`config.mk`:
```
export PLATFORM = sky130hd
export DESIGN_NAME = ppc_top
export DESIGN_NICKNAME = d
export VERILOG_FILES = /design/src/core/ppc_pkg.sv /design/src/core/ppc_top.sv
export SDC_FILE = /design/constraint.sdc
export NUM_CORES = 1
export LEC_CHECK = 0
export BUFFER_PORTS_ARGS = -buffer_cell sky130_fd_sc_hd__buf_2
export CAP_MARGIN = 0
export CORE_UTILIZATION = 48
export DETAILED_ROUTE_END_ITERATION = 8
export HOLD_SLACK_MARGIN = 0.1
export PLACE_DENSITY = 0.79
export SETUP_SLACK_MARGIN = 0.05
export SLEW_MARGIN = 15
export SYNTH_ARGS = -nofsm -noshare
export SYNTH_HDL_FRONTEND = slang
export SYNTH_SLANG_ARGS = --single-unit
```
`constraint.sdc`:
```
create_clock -name mclk_i -period 1.5 [get_ports mclk_i]
set_input_delay 0 -clock mclk_i [delete_from_list [all_inputs] [get_ports mclk_i]]
set_output_delay 0 -clock mclk_i [all_outputs]
set_load 0.005 [all_outputs]
```
`src/core/ppc_pkg.sv`:
```
package ppc_pkg;
  // register indices; byte address is four times the index
  localparam logic [5:0] IDX_PA_IN = 6'h00;
  localparam logic [5:0] IDX_PA_DIR = 6'h01;
  localparam logic [5:0] IDX_PA_OUT = 6'h02;
  localparam logic [5:0] IDX_PB_IN = 6'h03;
  localparam logic [5:0] IDX_PB_DIR = 6'h04;
  localparam logic [5:0] IDX_PB_OUT = 6'h05;
  localparam logic [5:0] IDX_PORT_CONTROL = 6'h12;
  localparam logic [5:0] IDX_MCU_CONTROL = 6'h35;
  // reset values
  localparam logic [7:0] PORT_CONTROL_RST = 8'h00;
  localparam logic [7:0] MCU_CONTROL_RST = 8'h00;
  localparam logic [7:0] PORT_DIR_RST = 8'h00;
  localparam logic [7:0] PORT_OUT_RST = 8'h00;
  // writable bits, the rest read zero
  localparam logic [7:0] PORT_CONTROL_MASK = 8'h33;
  localparam logic [7:0] MCU_CONTROL_MASK = 8'h70;
  // field positions
  localparam int GLOBAL_PULLUP_OFF = 4;
  localparam int BROWNOUT_SLEEP_UNLOCK = 5;
  localparam int BROWNOUT_SLEEP_OFF = 6;
  localparam int PORT_A_PULLUP_OFF = 0;
  localparam int PORT_B_PULLUP_OFF = 1;
  localparam int PORT_A_MAKE_DELAY = 4;
  localparam int PORT_B_MAKE_DELAY = 5;
  // pin positions inside a port
  localparam int PIN_RX = 0;
  localparam int PIN_TX = 1;
  localparam int PIN_MISO = 2;
  localparam int PIN_MOSI = 4;
  localparam int PIN_CLOCK_IN = 4;
  localparam int PIN_CLOCK_OUT = 5;
  localparam int PIN_T1_CMP = 6;
  localparam int PIN_RESET = 7;
  // fuse positions in the synchronised fuse vector
  localparam int FUSE_RST_DIS = 0;
  localparam int FUSE_DEBUG = 1;
  localparam int FUSE_LOCK = 2;
  localparam int FUSE_CLK_OUT = 3;
  localparam int FUSE_CLKPIN = 4;
  localparam int FUSE_W = 5;
endpackage

```
`src/core/ppc_top.sv`:
```
`timescale 1ns/1ps
// Functional notes
// global pull-up off bit disables every pull-up in both ports except the debug pull-up on the reset pin.
// port pull-up off bit ORed with global bit disables that port.
// make-delay bit inserts one tri-state cycle when a pin becomes output.
// SPI slave forces MOSI to input; master leaves its direction bit.
// pins forced to input by SPI keep output bit pull-up control.
// SPI master forces MISO to input; slave leaves its direction bit.
// three-wire data replaces output bit; driven only when direction set.
// UART transmitter or LIN enable forces transmit pin to output.
// UART receiver or LIN enable forces receive pin to input.
// forced receive pin gets pull-up from its output bit.
// reset pin is I/O only when disable fuse set; else reads 0.
// debug fuse with unlocked part makes reset pin open-drain with pull-up.
// software sets direction bit before timer compare output reaches pin.
// clock-output fuse drives divided clock on its pin, also in reset.
// clock input pin stops acting as I/O; its bits read 0.
// reserved control bits read zero and ignore writes.
module ppc_top (
  input wire logic mclk_i, // 250 MHz clock
  input wire logic reset_i, // synchronous reset, active high
  input wire logic ce_i, // clock enable, freezes state when low
  input wire logic wb_cyc_i, // wishbone cycle
  input wire logic wb_stb_i, // wishbone strobe
  input wire logic wb_we_i, // wishbone write
  input wire logic [7:0] wb_adr_i, // wishbone byte address
  input wire logic [3:0] wb_sel_i, // wishbone byte lanes
  input wire logic [31:0] wb_dat_i, // wishbone write data
  output logic [31:0] wb_dat_o, // wishbone read data
  output logic wb_ack_o, // wishbone acknowledge
  input wire logic [7:0] pa_pin_i, // port a pin levels
  output logic [7:0] pa_out_o, // port a drive value
  output logic [7:0] pa_oe_o, // port a output enable
  output logic [7:0] pa_pullup_o, // port a pull-up enable
  input wire logic [7:0] pb_pin_i, // port b pin levels
  output logic [7:0] pb_out_o, // port b drive value
  output logic [7:0] pb_oe_o, // port b output enable
  output logic [7:0] pb_pullup_o, // port b pull-up enable
  input wire logic spi_enable_i, // spi enabled
  input wire logic spi_master_i, // spi is master
  input wire logic usi_three_wire_i, // serial unit in three-wire mode
  input wire logic usi_data_out_i, // serial unit data output
  input wire logic uart_tx_enable_i, // uart transmitter enabled
  input wire logic uart_rx_enable_i, // uart receiver enabled
  input wire logic lin_enable_i, // lin controller enabled
  input wire logic lin_transmit_pin_i, // uart or lin transmit data
  input wire logic timer0_compare_a_en_i, // timer0 compare a connected
  input wire logic timer0_compare_a_i, // timer0 compare a level
  input wire logic timer1_compare_a_x_en_i, // timer1 compare a-x connected
  input wire logic timer1_compare_a_x_i, // timer1 compare a-x level
  input wire logic debug_drive_low_i, // debug link pulls reset pin low
  input wire logic divided_clock_i, // divided system clock
  input wire logic reset_pin_disable_fuse_i, // fuse programmed when high
  input wire logic one_wire_debug_fuse_i, // fuse programmed when high
  input wire logic lock_bits_programmed_i, // lock bits programmed
  input wire logic clock_output_fuse_i, // fuse programmed when high
  input wire logic clock_pin_used_i // crystal or external clock in use
);

  typedef struct packed {
    logic [7:0] port_control;
    logic [7:0] mcu_control;
    logic [7:0] dir_a;
    logic [7:0] outb_a;
    logic [7:0] dir_b;
    logic [7:0] outb_b;
    logic [7:0] hold_a;
    logic [7:0] hold_b;
    logic [15:0] pin_s1;
    logic [15:0] pin_s2;
    logic [ppc_pkg::FUSE_W-1:0] fuse_s1;
    logic [ppc_pkg::FUSE_W-1:0] fuse_s2;
    logic ack;
    logic [7:0] rdat;
    logic [7:0] oe_a;
    logic [7:0] do_a;
    logic [7:0] pu_a;
    logic [7:0] oe_b;
    logic [7:0] do_b;
    logic [7:0] pu_b;
  } ppc_state_s;

  ppc_state_s st_r;
  ppc_state_s st_nxt;

  // register select from the word index of the byte address
  function automatic logic hit(input logic [7:0] adr, input logic [5:0] idx);
    hit = (adr[7:2] == idx);
  endfunction

  logic req;
  logic pu_off_a;
  logic pu_off_b;
  logic rst_pin_mode;
  logic debug_mode;
  logic clk_out_on;
  logic clkpin;
  logic [7:0] de_a;
  logic [7:0] de_b;
  logic [7:0] in_a;
  logic [7:0] in_b;
  logic [7:0] rd_dir_b;
  logic [7:0] rd_out_b;
  logic [7:0] rd_in_b;
  logic [7:0] wd;
  logic [15:0] keep_s1;
  logic [15:0] keep_s2;
  logic [ppc_pkg::FUSE_W-1:0] keep_f1;
  logic [ppc_pkg::FUSE_W-1:0] keep_f2;

  // next state: sync, bus, pin muxing, freeze and reset
  always_comb
  begin
    st_nxt = st_r;
    wd = wb_dat_i[7:0];
    // two-stage synchronisers for pins and fuses
    st_nxt.pin_s1 = {pb_pin_i, pa_pin_i};
    st_nxt.pin_s2 = st_r.pin_s1;
    st_nxt.fuse_s1 = {clock_pin_used_i, clock_output_fuse_i,
                      lock_bits_programmed_i, one_wire_debug_fuse_i,
                      reset_pin_disable_fuse_i};
    st_nxt.fuse_s2 = st_r.fuse_s1;
    in_a = st_r.pin_s2[7:0];
    in_b = st_r.pin_s2[15:8];
    debug_mode = st_r.fuse_s2[ppc_pkg::FUSE_DEBUG]
               & ~st_r.fuse_s2[ppc_pkg::FUSE_LOCK];
    rst_pin_mode = ~st_r.fuse_s2[ppc_pkg::FUSE_RST_DIS];
    clk_out_on = st_r.fuse_s2[ppc_pkg::FUSE_CLK_OUT];
    clkpin = st_r.fuse_s2[ppc_pkg::FUSE_CLKPIN];
    // global OR port-wise pull-up off
    pu_off_a = st_r.mcu_control[ppc_pkg::GLOBAL_PULLUP_OFF]
             | st_r.port_control[ppc_pkg::PORT_A_PULLUP_OFF];
    pu_off_b = st_r.mcu_control[ppc_pkg::GLOBAL_PULLUP_OFF]
             | st_r.port_control[ppc_pkg::PORT_B_PULLUP_OFF];
    // non-I/O pins read zero
    rd_dir_b = st_r.dir_b;
    rd_out_b = st_r.outb_b;
    rd_in_b = in_b;
    if (rst_pin_mode)
    begin
      rd_dir_b[ppc_pkg::PIN_RESET] = 1'b0;
      rd_out_b[ppc_pkg::PIN_RESET] = 1'b0;
      rd_in_b[ppc_pkg::PIN_RESET] = 1'b0;
    end
    if (clkpin)
    begin
      rd_dir_b[ppc_pkg::PIN_CLOCK_IN] = 1'b0;
      rd_out_b[ppc_pkg::PIN_CLOCK_IN] = 1'b0;
      rd_in_b[ppc_pkg::PIN_CLOCK_IN] = 1'b0;
    end
    // wishbone slave: one ack per request, then drop for a cycle
    req = wb_cyc_i & wb_stb_i & ~st_r.ack;
    st_nxt.ack = req;
    st_nxt.rdat = 8'h00;
    st_nxt.hold_a = 8'h00;
    st_nxt.hold_b = 8'h00;
    if (req)
    begin
      if (hit(wb_adr_i, ppc_pkg::IDX_PA_IN)) st_nxt.rdat = in_a;
      if (hit(wb_adr_i, ppc_pkg::IDX_PA_DIR)) st_nxt.rdat = st_r.dir_a;
      if (hit(wb_adr_i, ppc_pkg::IDX_PA_OUT)) st_nxt.rdat = st_r.outb_a;
      if (hit(wb_adr_i, ppc_pkg::IDX_PB_IN)) st_nxt.rdat = rd_in_b;
      if (hit(wb_adr_i, ppc_pkg::IDX_PB_DIR)) st_nxt.rdat = rd_dir_b;
      if (hit(wb_adr_i, ppc_pkg::IDX_PB_OUT)) st_nxt.rdat = rd_out_b;
      if (hit(wb_adr_i, ppc_pkg::IDX_PORT_CONTROL))
        st_nxt.rdat = st_r.port_control;
      if (hit(wb_adr_i, ppc_pkg::IDX_MCU_CONTROL))
        st_nxt.rdat = st_r.mcu_control;
      if (wb_we_i && wb_sel_i[0])
      begin
        st_nxt.rdat = 8'h00;
        if (hit(wb_adr_i, ppc_pkg::IDX_PA_DIR))
        begin
          st_nxt.dir_a = wd;
          // newly made outputs wait one tri-state cycle
          if (st_r.port_control[ppc_pkg::PORT_A_MAKE_DELAY])
            st_nxt.hold_a = wd & ~st_r.dir_a;
        end
        if (hit(wb_adr_i, ppc_pkg::IDX_PB_DIR))
        begin
          st_nxt.dir_b = wd;
          // same break-before-make for port b
          if (st_r.port_control[ppc_pkg::PORT_B_MAKE_DELAY])
            st_nxt.hold_b = wd & ~st_r.dir_b;
        end
        if (hit(wb_adr_i, ppc_pkg::IDX_PA_OUT)) st_nxt.outb_a = wd;
        if (hit(wb_adr_i, ppc_pkg::IDX_PB_OUT)) st_nxt.outb_b = wd;
        // reserved bits stay zero
        if (hit(wb_adr_i, ppc_pkg::IDX_PORT_CONTROL))
          st_nxt.port_control = wd & ppc_pkg::PORT_CONTROL_MASK;
        if (hit(wb_adr_i, ppc_pkg::IDX_MCU_CONTROL))
          st_nxt.mcu_control = wd & ppc_pkg::MCU_CONTROL_MASK;
      end
    end
    // effective directions and drive values
    de_a = st_r.dir_a;
    de_b = st_r.dir_b;
    st_nxt.do_a = st_r.outb_a;
    st_nxt.do_b = st_r.outb_b;
    // spi slave forces mosi to input
    if (spi_enable_i && !spi_master_i) de_a[ppc_pkg::PIN_MOSI] = 1'b0;
    // spi master forces miso to input
    if (spi_enable_i && spi_master_i) de_a[ppc_pkg::PIN_MISO] = 1'b0;
    // timer output reaches the pin only through its direction bit
    if (timer0_compare_a_en_i)
      st_nxt.do_a[ppc_pkg::PIN_MISO] = timer0_compare_a_i;
    if (timer1_compare_a_x_en_i)
      st_nxt.do_b[ppc_pkg::PIN_T1_CMP] = timer1_compare_a_x_i;
    // three-wire data replaces the output bit
    if (usi_three_wire_i) st_nxt.do_a[ppc_pkg::PIN_MISO] = usi_data_out_i;
    // transmitter makes the transmit pin an output
    if (uart_tx_enable_i || lin_enable_i)
    begin
      de_a[ppc_pkg::PIN_TX] = 1'b1;
      st_nxt.do_a[ppc_pkg::PIN_TX] = lin_transmit_pin_i;
    end
    // receiver makes the receive pin an input
    if (uart_rx_enable_i || lin_enable_i) de_a[ppc_pkg::PIN_RX] = 1'b0;
    // input pins take pull-up from their output bit
    st_nxt.pu_a = ~de_a & st_r.outb_a & {8{~pu_off_a}};
    st_nxt.pu_b = ~de_b & st_r.outb_b & {8{~pu_off_b}};
    st_nxt.oe_a = de_a & ~st_r.hold_a;
    st_nxt.oe_b = de_b & ~st_r.hold_b;
    // reset pin as reset input or open-drain debug line
    if (debug_mode)
    begin
      st_nxt.oe_b[ppc_pkg::PIN_RESET] = debug_drive_low_i;
      st_nxt.do_b[ppc_pkg::PIN_RESET] = 1'b0;
      st_nxt.pu_b[ppc_pkg::PIN_RESET] = 1'b1;
    end
    else if (rst_pin_mode)
    begin
      st_nxt.oe_b[ppc_pkg::PIN_RESET] = 1'b0;
      st_nxt.do_b[ppc_pkg::PIN_RESET] = 1'b0;
      st_nxt.pu_b[ppc_pkg::PIN_RESET] = 1'b0;
    end
    // clock input pin released from I/O
    if (clkpin)
    begin
      st_nxt.oe_b[ppc_pkg::PIN_CLOCK_IN] = 1'b0;
      st_nxt.do_b[ppc_pkg::PIN_CLOCK_IN] = 1'b0;
      st_nxt.pu_b[ppc_pkg::PIN_CLOCK_IN] = 1'b0;
    end
    // divided clock overrides the pin bits
    if (clk_out_on)
    begin
      st_nxt.oe_b[ppc_pkg::PIN_CLOCK_OUT] = 1'b1;
      st_nxt.do_b[ppc_pkg::PIN_CLOCK_OUT] = divided_clock_i;
      st_nxt.pu_b[ppc_pkg::PIN_CLOCK_OUT] = 1'b0;
    end
    // freeze everything while the enable is low
    if (!ce_i) st_nxt = st_r;
    keep_s1 = st_nxt.pin_s1;
    keep_s2 = st_nxt.pin_s2;
    keep_f1 = st_nxt.fuse_s1;
    keep_f2 = st_nxt.fuse_s2;
    // reset clears state but keeps synchronisers running
    if (reset_i)
    begin
      st_nxt = '0;
      st_nxt.port_control = ppc_pkg::PORT_CONTROL_RST;
      st_nxt.mcu_control = ppc_pkg::MCU_CONTROL_RST;
      st_nxt.dir_a = ppc_pkg::PORT_DIR_RST;
      st_nxt.dir_b = ppc_pkg::PORT_DIR_RST;
      st_nxt.outb_a = ppc_pkg::PORT_OUT_RST;
      st_nxt.outb_b = ppc_pkg::PORT_OUT_RST;
      st_nxt.pin_s1 = keep_s1;
      st_nxt.pin_s2 = keep_s2;
      st_nxt.fuse_s1 = keep_f1;
      st_nxt.fuse_s2 = keep_f2;
      // clock output also during reset
      st_nxt.oe_b[ppc_pkg::PIN_CLOCK_OUT] = clk_out_on;
      st_nxt.do_b[ppc_pkg::PIN_CLOCK_OUT] = clk_out_on & divided_clock_i;
    end
  end

  // single state register
  always_ff @(posedge mclk_i)
  begin
    st_r <= st_nxt;
  end

  // outputs straight from the state register
  assign wb_ack_o = st_r.ack;
  assign wb_dat_o = {24'h000000, st_r.rdat};
  assign pa_out_o = st_r.do_a;
  assign pa_oe_o = st_r.oe_a;
  assign pa_pullup_o = st_r.pu_a;
  assign pb_out_o = st_r.do_b;
  assign pb_oe_o = st_r.oe_b;
  assign pb_pullup_o = st_r.pu_b;

  // global pull-up off leaves only the debug pull-up
  global_pu_a: assert property (@(posedge mclk_i) disable iff (reset_i)
    ce_i && st_r.mcu_control[ppc_pkg::GLOBAL_PULLUP_OFF]
    |=> pa_pullup_o == 8'h00 && pb_pullup_o[6:0] == 7'h00)
    else $error("pull-up on with global off");
  port_pu_a: assert property (@(posedge mclk_i) disable iff (reset_i)
    ce_i && st_r.port_control[ppc_pkg::PORT_A_PULLUP_OFF]
    |=> pa_pullup_o == 8'h00)
    else $error("port a pull-up on with port off");
  make_delay_a: assert property (@(posedge mclk_i) disable iff (reset_i)
    ce_i && st_r.hold_a[3] ##1 ce_i
    |-> !pa_oe_o[3] ##1 pa_oe_o[3] == $past(st_r.dir_a[3]))
    else $error("break-before-make cycle wrong");
  mosi_in_a: assert property (@(posedge mclk_i) disable iff (reset_i)
    ce_i && spi_enable_i && !spi_master_i |=> !pa_oe_o[ppc_pkg::PIN_MOSI])
    else $error("mosi driven as slave");
  miso_in_a: assert property (@(posedge mclk_i) disable iff (reset_i)
    ce_i && spi_enable_i && spi_master_i |=> !pa_oe_o[ppc_pkg::PIN_MISO])
    else $error("miso driven as master");
  usi_data_a: assert property (@(posedge mclk_i) disable iff (reset_i)
    !reset_i && ce_i && usi_three_wire_i
    |=> pa_out_o[ppc_pkg::PIN_MISO] == $past(usi_data_out_i))
    else $error("three-wire data not on pin");
  tx_out_a: assert property (@(posedge mclk_i) disable iff (reset_i)
    !reset_i && ce_i && (uart_tx_enable_i || lin_enable_i)
    |=> pa_oe_o[ppc_pkg::PIN_TX])
    else $error("transmit pin not output");
  rx_pull_a: assert property (@(posedge mclk_i) disable iff (reset_i)
    !reset_i && ce_i && (uart_rx_enable_i || lin_enable_i) && !pu_off_a
    |=> !pa_oe_o[ppc_pkg::PIN_RX]
        && pa_pullup_o[ppc_pkg::PIN_RX] == $past(st_r.outb_a[ppc_pkg::PIN_RX]))
    else $error("receive pin pull-up wrong");
  debug_pin_a: assert property (@(posedge mclk_i) disable iff (reset_i)
    !reset_i && ce_i && debug_mode |=> pb_pullup_o[ppc_pkg::PIN_RESET]
    && !pb_out_o[ppc_pkg::PIN_RESET])
    else $error("debug pin not open-drain");
  clk_out_a: assert property (@(posedge mclk_i)
    (ce_i || reset_i) && clk_out_on
    |=> pb_oe_o[ppc_pkg::PIN_CLOCK_OUT]
        && pb_out_o[ppc_pkg::PIN_CLOCK_OUT] == $past(divided_clock_i))
    else $error("divided clock not driven");

endmodule

```
[After elaboration in Yosys (flattened, before gate mapping)]
Cells that the tools add are included.
Word-level totals
  register bits: 154
  input port bits: 85
  output and inout bits: 81
  word-level logic and storage cells: 108
Cells by class
  eq/ne operators: 7
  multiplexer cells: 42
  bitwise gates (word level): 23
  reductions and logical operators: 14
Operators with widths (number)
  8-bit 2-to-1 mux: 14
  99-bit 2-to-1 mux: 1
  8-bit AND: 8
  8-bit inverter: 5
  16-bit 2-to-1 mux: 2
  1-bit 2-to-1 mux: 24
  4-bit AND reduction: 6
  22-bit 2-to-1 mux: 1
  6-bit by 2-bit == test with 1-bit output (second input constant): 2
  6-bit by 3-bit == test with 1-bit output (second input constant): 2
  6-bit by 1-bit == test with 1-bit output (second input constant): 1
  6-bit by 5-bit == test with 1-bit output (second input constant): 1
  6-bit == test (second input constant): 1
  6-bit zero test: 1
  1-bit AND: 4
  1-bit inverter: 4
  1-bit logical AND: 3
  1-bit logical OR: 2
  1-bit bitwise OR: 2
  2-bit nonzero test: 1
  1-bit zero test: 1

[Longest topological paths before layout]
  depth after elaboration: 13
  mapped depth: 7
  mapped depth without buffers: 4

[Worst setup path before layout]
OpenSTA, ideal clock, no wires.
  path kind: flip-flop to flip-flop
  start: register st_r (netlist bit wb_ack_o)
  end: register st_r[131] (netlist name)
  setup time: 0.128 ns
  arrival: 1.466 ns
  data required time: 1.372 ns
  path slack: -0.094 ns
  cell stages (with the launch flop): 5
  buffers on the path: 0
  period minus slack after synthesis: 1.594 ns
  cell sequence: dfxtp_1 > nand3b_4 > nor4_4 > mux2i_1 > nor2_1
On the way
  longest elaborated chain between the ends: 3
Ends and longest elaborated chain
  from (decl): line ppc_top.sv:83  | ppc_state_s st_r;
  from (signal assigned): line ppc_top.sv:280  | st_r <= st_nxt;
  1-bit inverter: line ppc_top.sv:152  | req = wb_cyc_i & wb_stb_i & ~st_r.ack;
  1-bit AND: line ppc_top.sv:152
  4-bit AND reduction (no source line)
No other way between the ends.
A chain may end at the register's enable or synchronous reset.

[Final worst setup path]
  start: register st_r (netlist bit wb_ack_o)
  end: register st_r (netlist bit de_a[5])
Same word-level chain as after synthesis.

==> run metrics <==
Final Critical Period=1.468 ns; slew margin rel.=58.54%; Leakage Power=3.394 nW; clock sinks=154; Final Cycle Share=a little over nine tenths; CTS tree=done; DPL Wire Length=about 11000 um; Core Region=roughly 0.013 mm^2; maximum level of the CTS H-tree=4; DR WL/cell=about 18 um; crit path max-delay cell type=dfxtp_2; hold path startpoint=wb_adr_i[5]; Worst R2R Setup Slack=around 0.032 ns; area grow syn2layout=26.84%; Primary FF master, synth=dfxtp_1; Worst R2R Path Depth=6; first-pass GRT wire length=about 26000 um; global route overflow=0; DIE HEIGHT=around 120 um; unrepaired setup endpoints after global routing=true; Sum Neg Setup Slack=0 ns; power per cell area=roughly 1100 mW/mm^2; DR DRC count=0; Via density=5.217; Mean Syn Cell Area=11.20 um^2; critical path arrival=between 1.5 and 2 ns; Die ar.=0.01435 mm^2; Worst Path Required=about 1.8 ns; violation count after the first detailed-route iteration=~310; Seq cells post-synth=154; post-synthesis sequential area ratio=~53%; n_diodes=0; Min-Delay Path Depth=4; drt total wl=16480 um; worst skew pair latency=approximately 0.43 ns; final setup skew=about 0.0075 ns; GPL Wtd Cong=between 0.8 and 0.9; Area after DPL=a little over 0.007 mm^2; clock tree buffer depth=2; vias in the first global route=~5000; kind of cell adding the most delay to the critical path=simple AND/OR/NAND/NOR gates; max cap viols=0; synth top area cells=dfxtp_1, edfxtp_1, buf_4; Yosys Warn Count=0; IO buf count=~110; largest area contributor in the netlist=dfxtp_1; status=complete, no violations; setup violators final=0; share of the synthesized area in the top cell type=33.06%; die width=119.8 um; Crit Path Max Fanout=5; CTS clk-pin slew, worst paths=approximately 0.07 ns; Post-synth ARST share=0%; RR Endpoint=de_a[5]$_SDFFE_PP0P_; Initial DRT Pass Iterations=5; pin count of the biggest net entering global routing=between 70 and 80; overall routing resource usage=between 20% and 30%; Final Hold Viols=0; Peak VDD IR=roughly 0.86 mV; initial antenna violation count=0; most frequent cells after synthesis=dfxtp_1, buf_4, nor2_1; number of synthesized flops with an enable pin=between 40 and 50; Hold Path End=wb_dat_o[4]$_SDFFE_PP0P_; Num CTS Buffers=17; Root Driver=clkbuf_16; synth unique cells=57; antenna-violating nets left=0; crit start category=register; Tightest Pin Transition=between 0.6 and 0.7 ns; vias post-DR=just under 5000; Site Rows=42; Netlist Area Pre-Place=0.006661 mm^2; IO Count=approximately 170; Cell Chain, Critical Path=nand3b_4 > buf_6 > nor4_4 > buf_4 > mux2i_1 > nor2_1; Setup CP Type=register to register; Gate Count Post-Synth=between 500 and 600; initial core utilization=between 40 and 50%; layout cells sized above 1=a little under a third; most used standard cell by instance count after synthesis=dfxtp_1; CP max stage delay=about 0.32 ns; Max Clk Rate=a little under 0.7 GHz; worst flop-to-flop path startpoint=wb_ack_o$_SDFFE_PP0P_; Critical Path End Type=register; post-CTS setup buffers=0; min-delay worst type=input port to register; max-slew violations=0; final instance area=~0.0084 mm^2; final net count=about 830; worst path buffer plus inverter count=2
## layout by cell type, fill, tap and decap left out, drive strengths merged, types with 5 or more instances in the layout
master / synthesis / final
buf: 89 / 162
dfxtp: 110 / 110
nor2: 74 / 74
mux2i: 59 / 59
dlygate4sd3: 0 / 51
edfxtp: 44 / 44
a32o: 28 / 28
inv: 20 / 28
conb: 1 / 24
nand2b: 19 / 19
a21oi: 18 / 18
clkbuf: 20 / 17
nand2: 16 / 16
nand3b: 11 / 11
nor3: 11 / 11
o21ai: 8 / 8
nor4: 7 / 7
mux4: 6 / 6
o211ai: 5 / 5
a32oi: 5 / 5
a211oi: 5 / 5
## routing by layer
metal,part of all wire [%],vias up,global-route usage (%)
li1,-,2330,-
met1,42,2338,28.97
met2,51,151,42.09
met3,3.9,33,4.990
met4,3.0,0,10.86
met5,0,-,0
## repair_timing
| item | 4_1_cts | 5_1_grt |
|---|---|---|
| resized for setup | 9 | 7 |
| endpoints found under the hold margin | 90 | 0 |
| setup endpoints to repair | 41 | 59 |
| hold buffers | 52 | 0 |
| pin swaps | 4 | 5 |
## report_power, final
part / switching, W / leakage, nW / total, W / internal (W)
Combinational: 0.000332 / 1.77 / 0.000618 / 0.000286
Clock: 0.00184 / 0.304 / 0.00453 / 0.00269
Sequential: 0.0000404 / 1.32 / 0.00443 / 0.00439
## logic make-up after synthesis
logic type / Yosys count / share of synthesized area, %
AOI/OAI and AO/OA: 87 / 10.41
DFF: 154 / 52.89
muxes: 65 / 10.89
other: 1 / 0.05629
and+or+nand+nor: 159 / 13.60
buffers and inverters: 129 / 12.15
## registers in the layout, summed over array words and instances, names as in the netlist, 8 cells and up
signal       flops
de_b             8
in_a             8
in_b             8
pa_oe_o          8
pa_out_o         8
pa_pullup_o      8
pb_oe_o          8
pb_out_o         8
pb_pullup_o      8
st_r            61
wb_dat_o         8
## how the worst max path moves through the flow
stage,cells after the start,startpoint,endpoint
after global routing,6,wb_ack_o$_SDFFE_PP0P_,de_a[5]$_SDFFE_PP0P_
final,6,wb_ack_o$_SDFFE_PP0P_,de_a[5]$_SDFFE_PP0P_
after floorplan,4,wb_ack_o$_SDFFE_PP0P_,rd_out_b[0]$_SDFFE_PP0P_
after detailed placement,6,wb_adr_i[4],de_a[3]$_SDFFE_PP0P_
after CTS,6,wb_ack_o$_SDFFE_PP0P_,st_r[140]$_SDFFE_PP0P_
after global placement,6,wb_adr_i[4],st_r[140]$_SDFFE_PP0P_
## worst min-delay path: cells and delay by family
| family | cells | cell delay [ns] |
|---|---|---|
| and+or+nand+nor | 2 | 0.27 |
| AOI/OAI and AO/OA | 1 | 0.09 |
| buffers and inverters | 1 | 0.13 |
## final cells by class
| type | count | area, um^2 |
|---|---|---|
| Tap cell | 176 | 220.2 |
| Clock inverter | 15 | 205.2 |
| Fill cell | 1049 | 4951 |
| Inverter | 20 | 75.07 |
| Multi-Input combinational cell | 335 | 2467 |
| Sequential cell | 154 | 3526 |
| Timing Repair Buffer | 213 | 1530 |
| Clock buffer | 17 | 425.4 |
## per-stage QoR
stage / hold slack, ns / worst slack [ns] / total power (W) / utilization, % / cells
global placement: 0.1759 / -0.09968 / 0.005006 / 54.02 / 847
global route: 0.1248 / -0.05128 / 0.009899 / 63.05 / 930
detailed placement: 0.1781 / -0.1497 / 0.005023 / 54.02 / 847
floorplan: 0.09887 / -0.06707 / 0.004810 / - / 618
finish: 0.1006 / 0.03203 / 0.009582 / 63.05 / 930
CTS: 0.08649 / 0.01742 / 0.009641 / 62.95 / 931
Power figures use the tool's default switching activity.
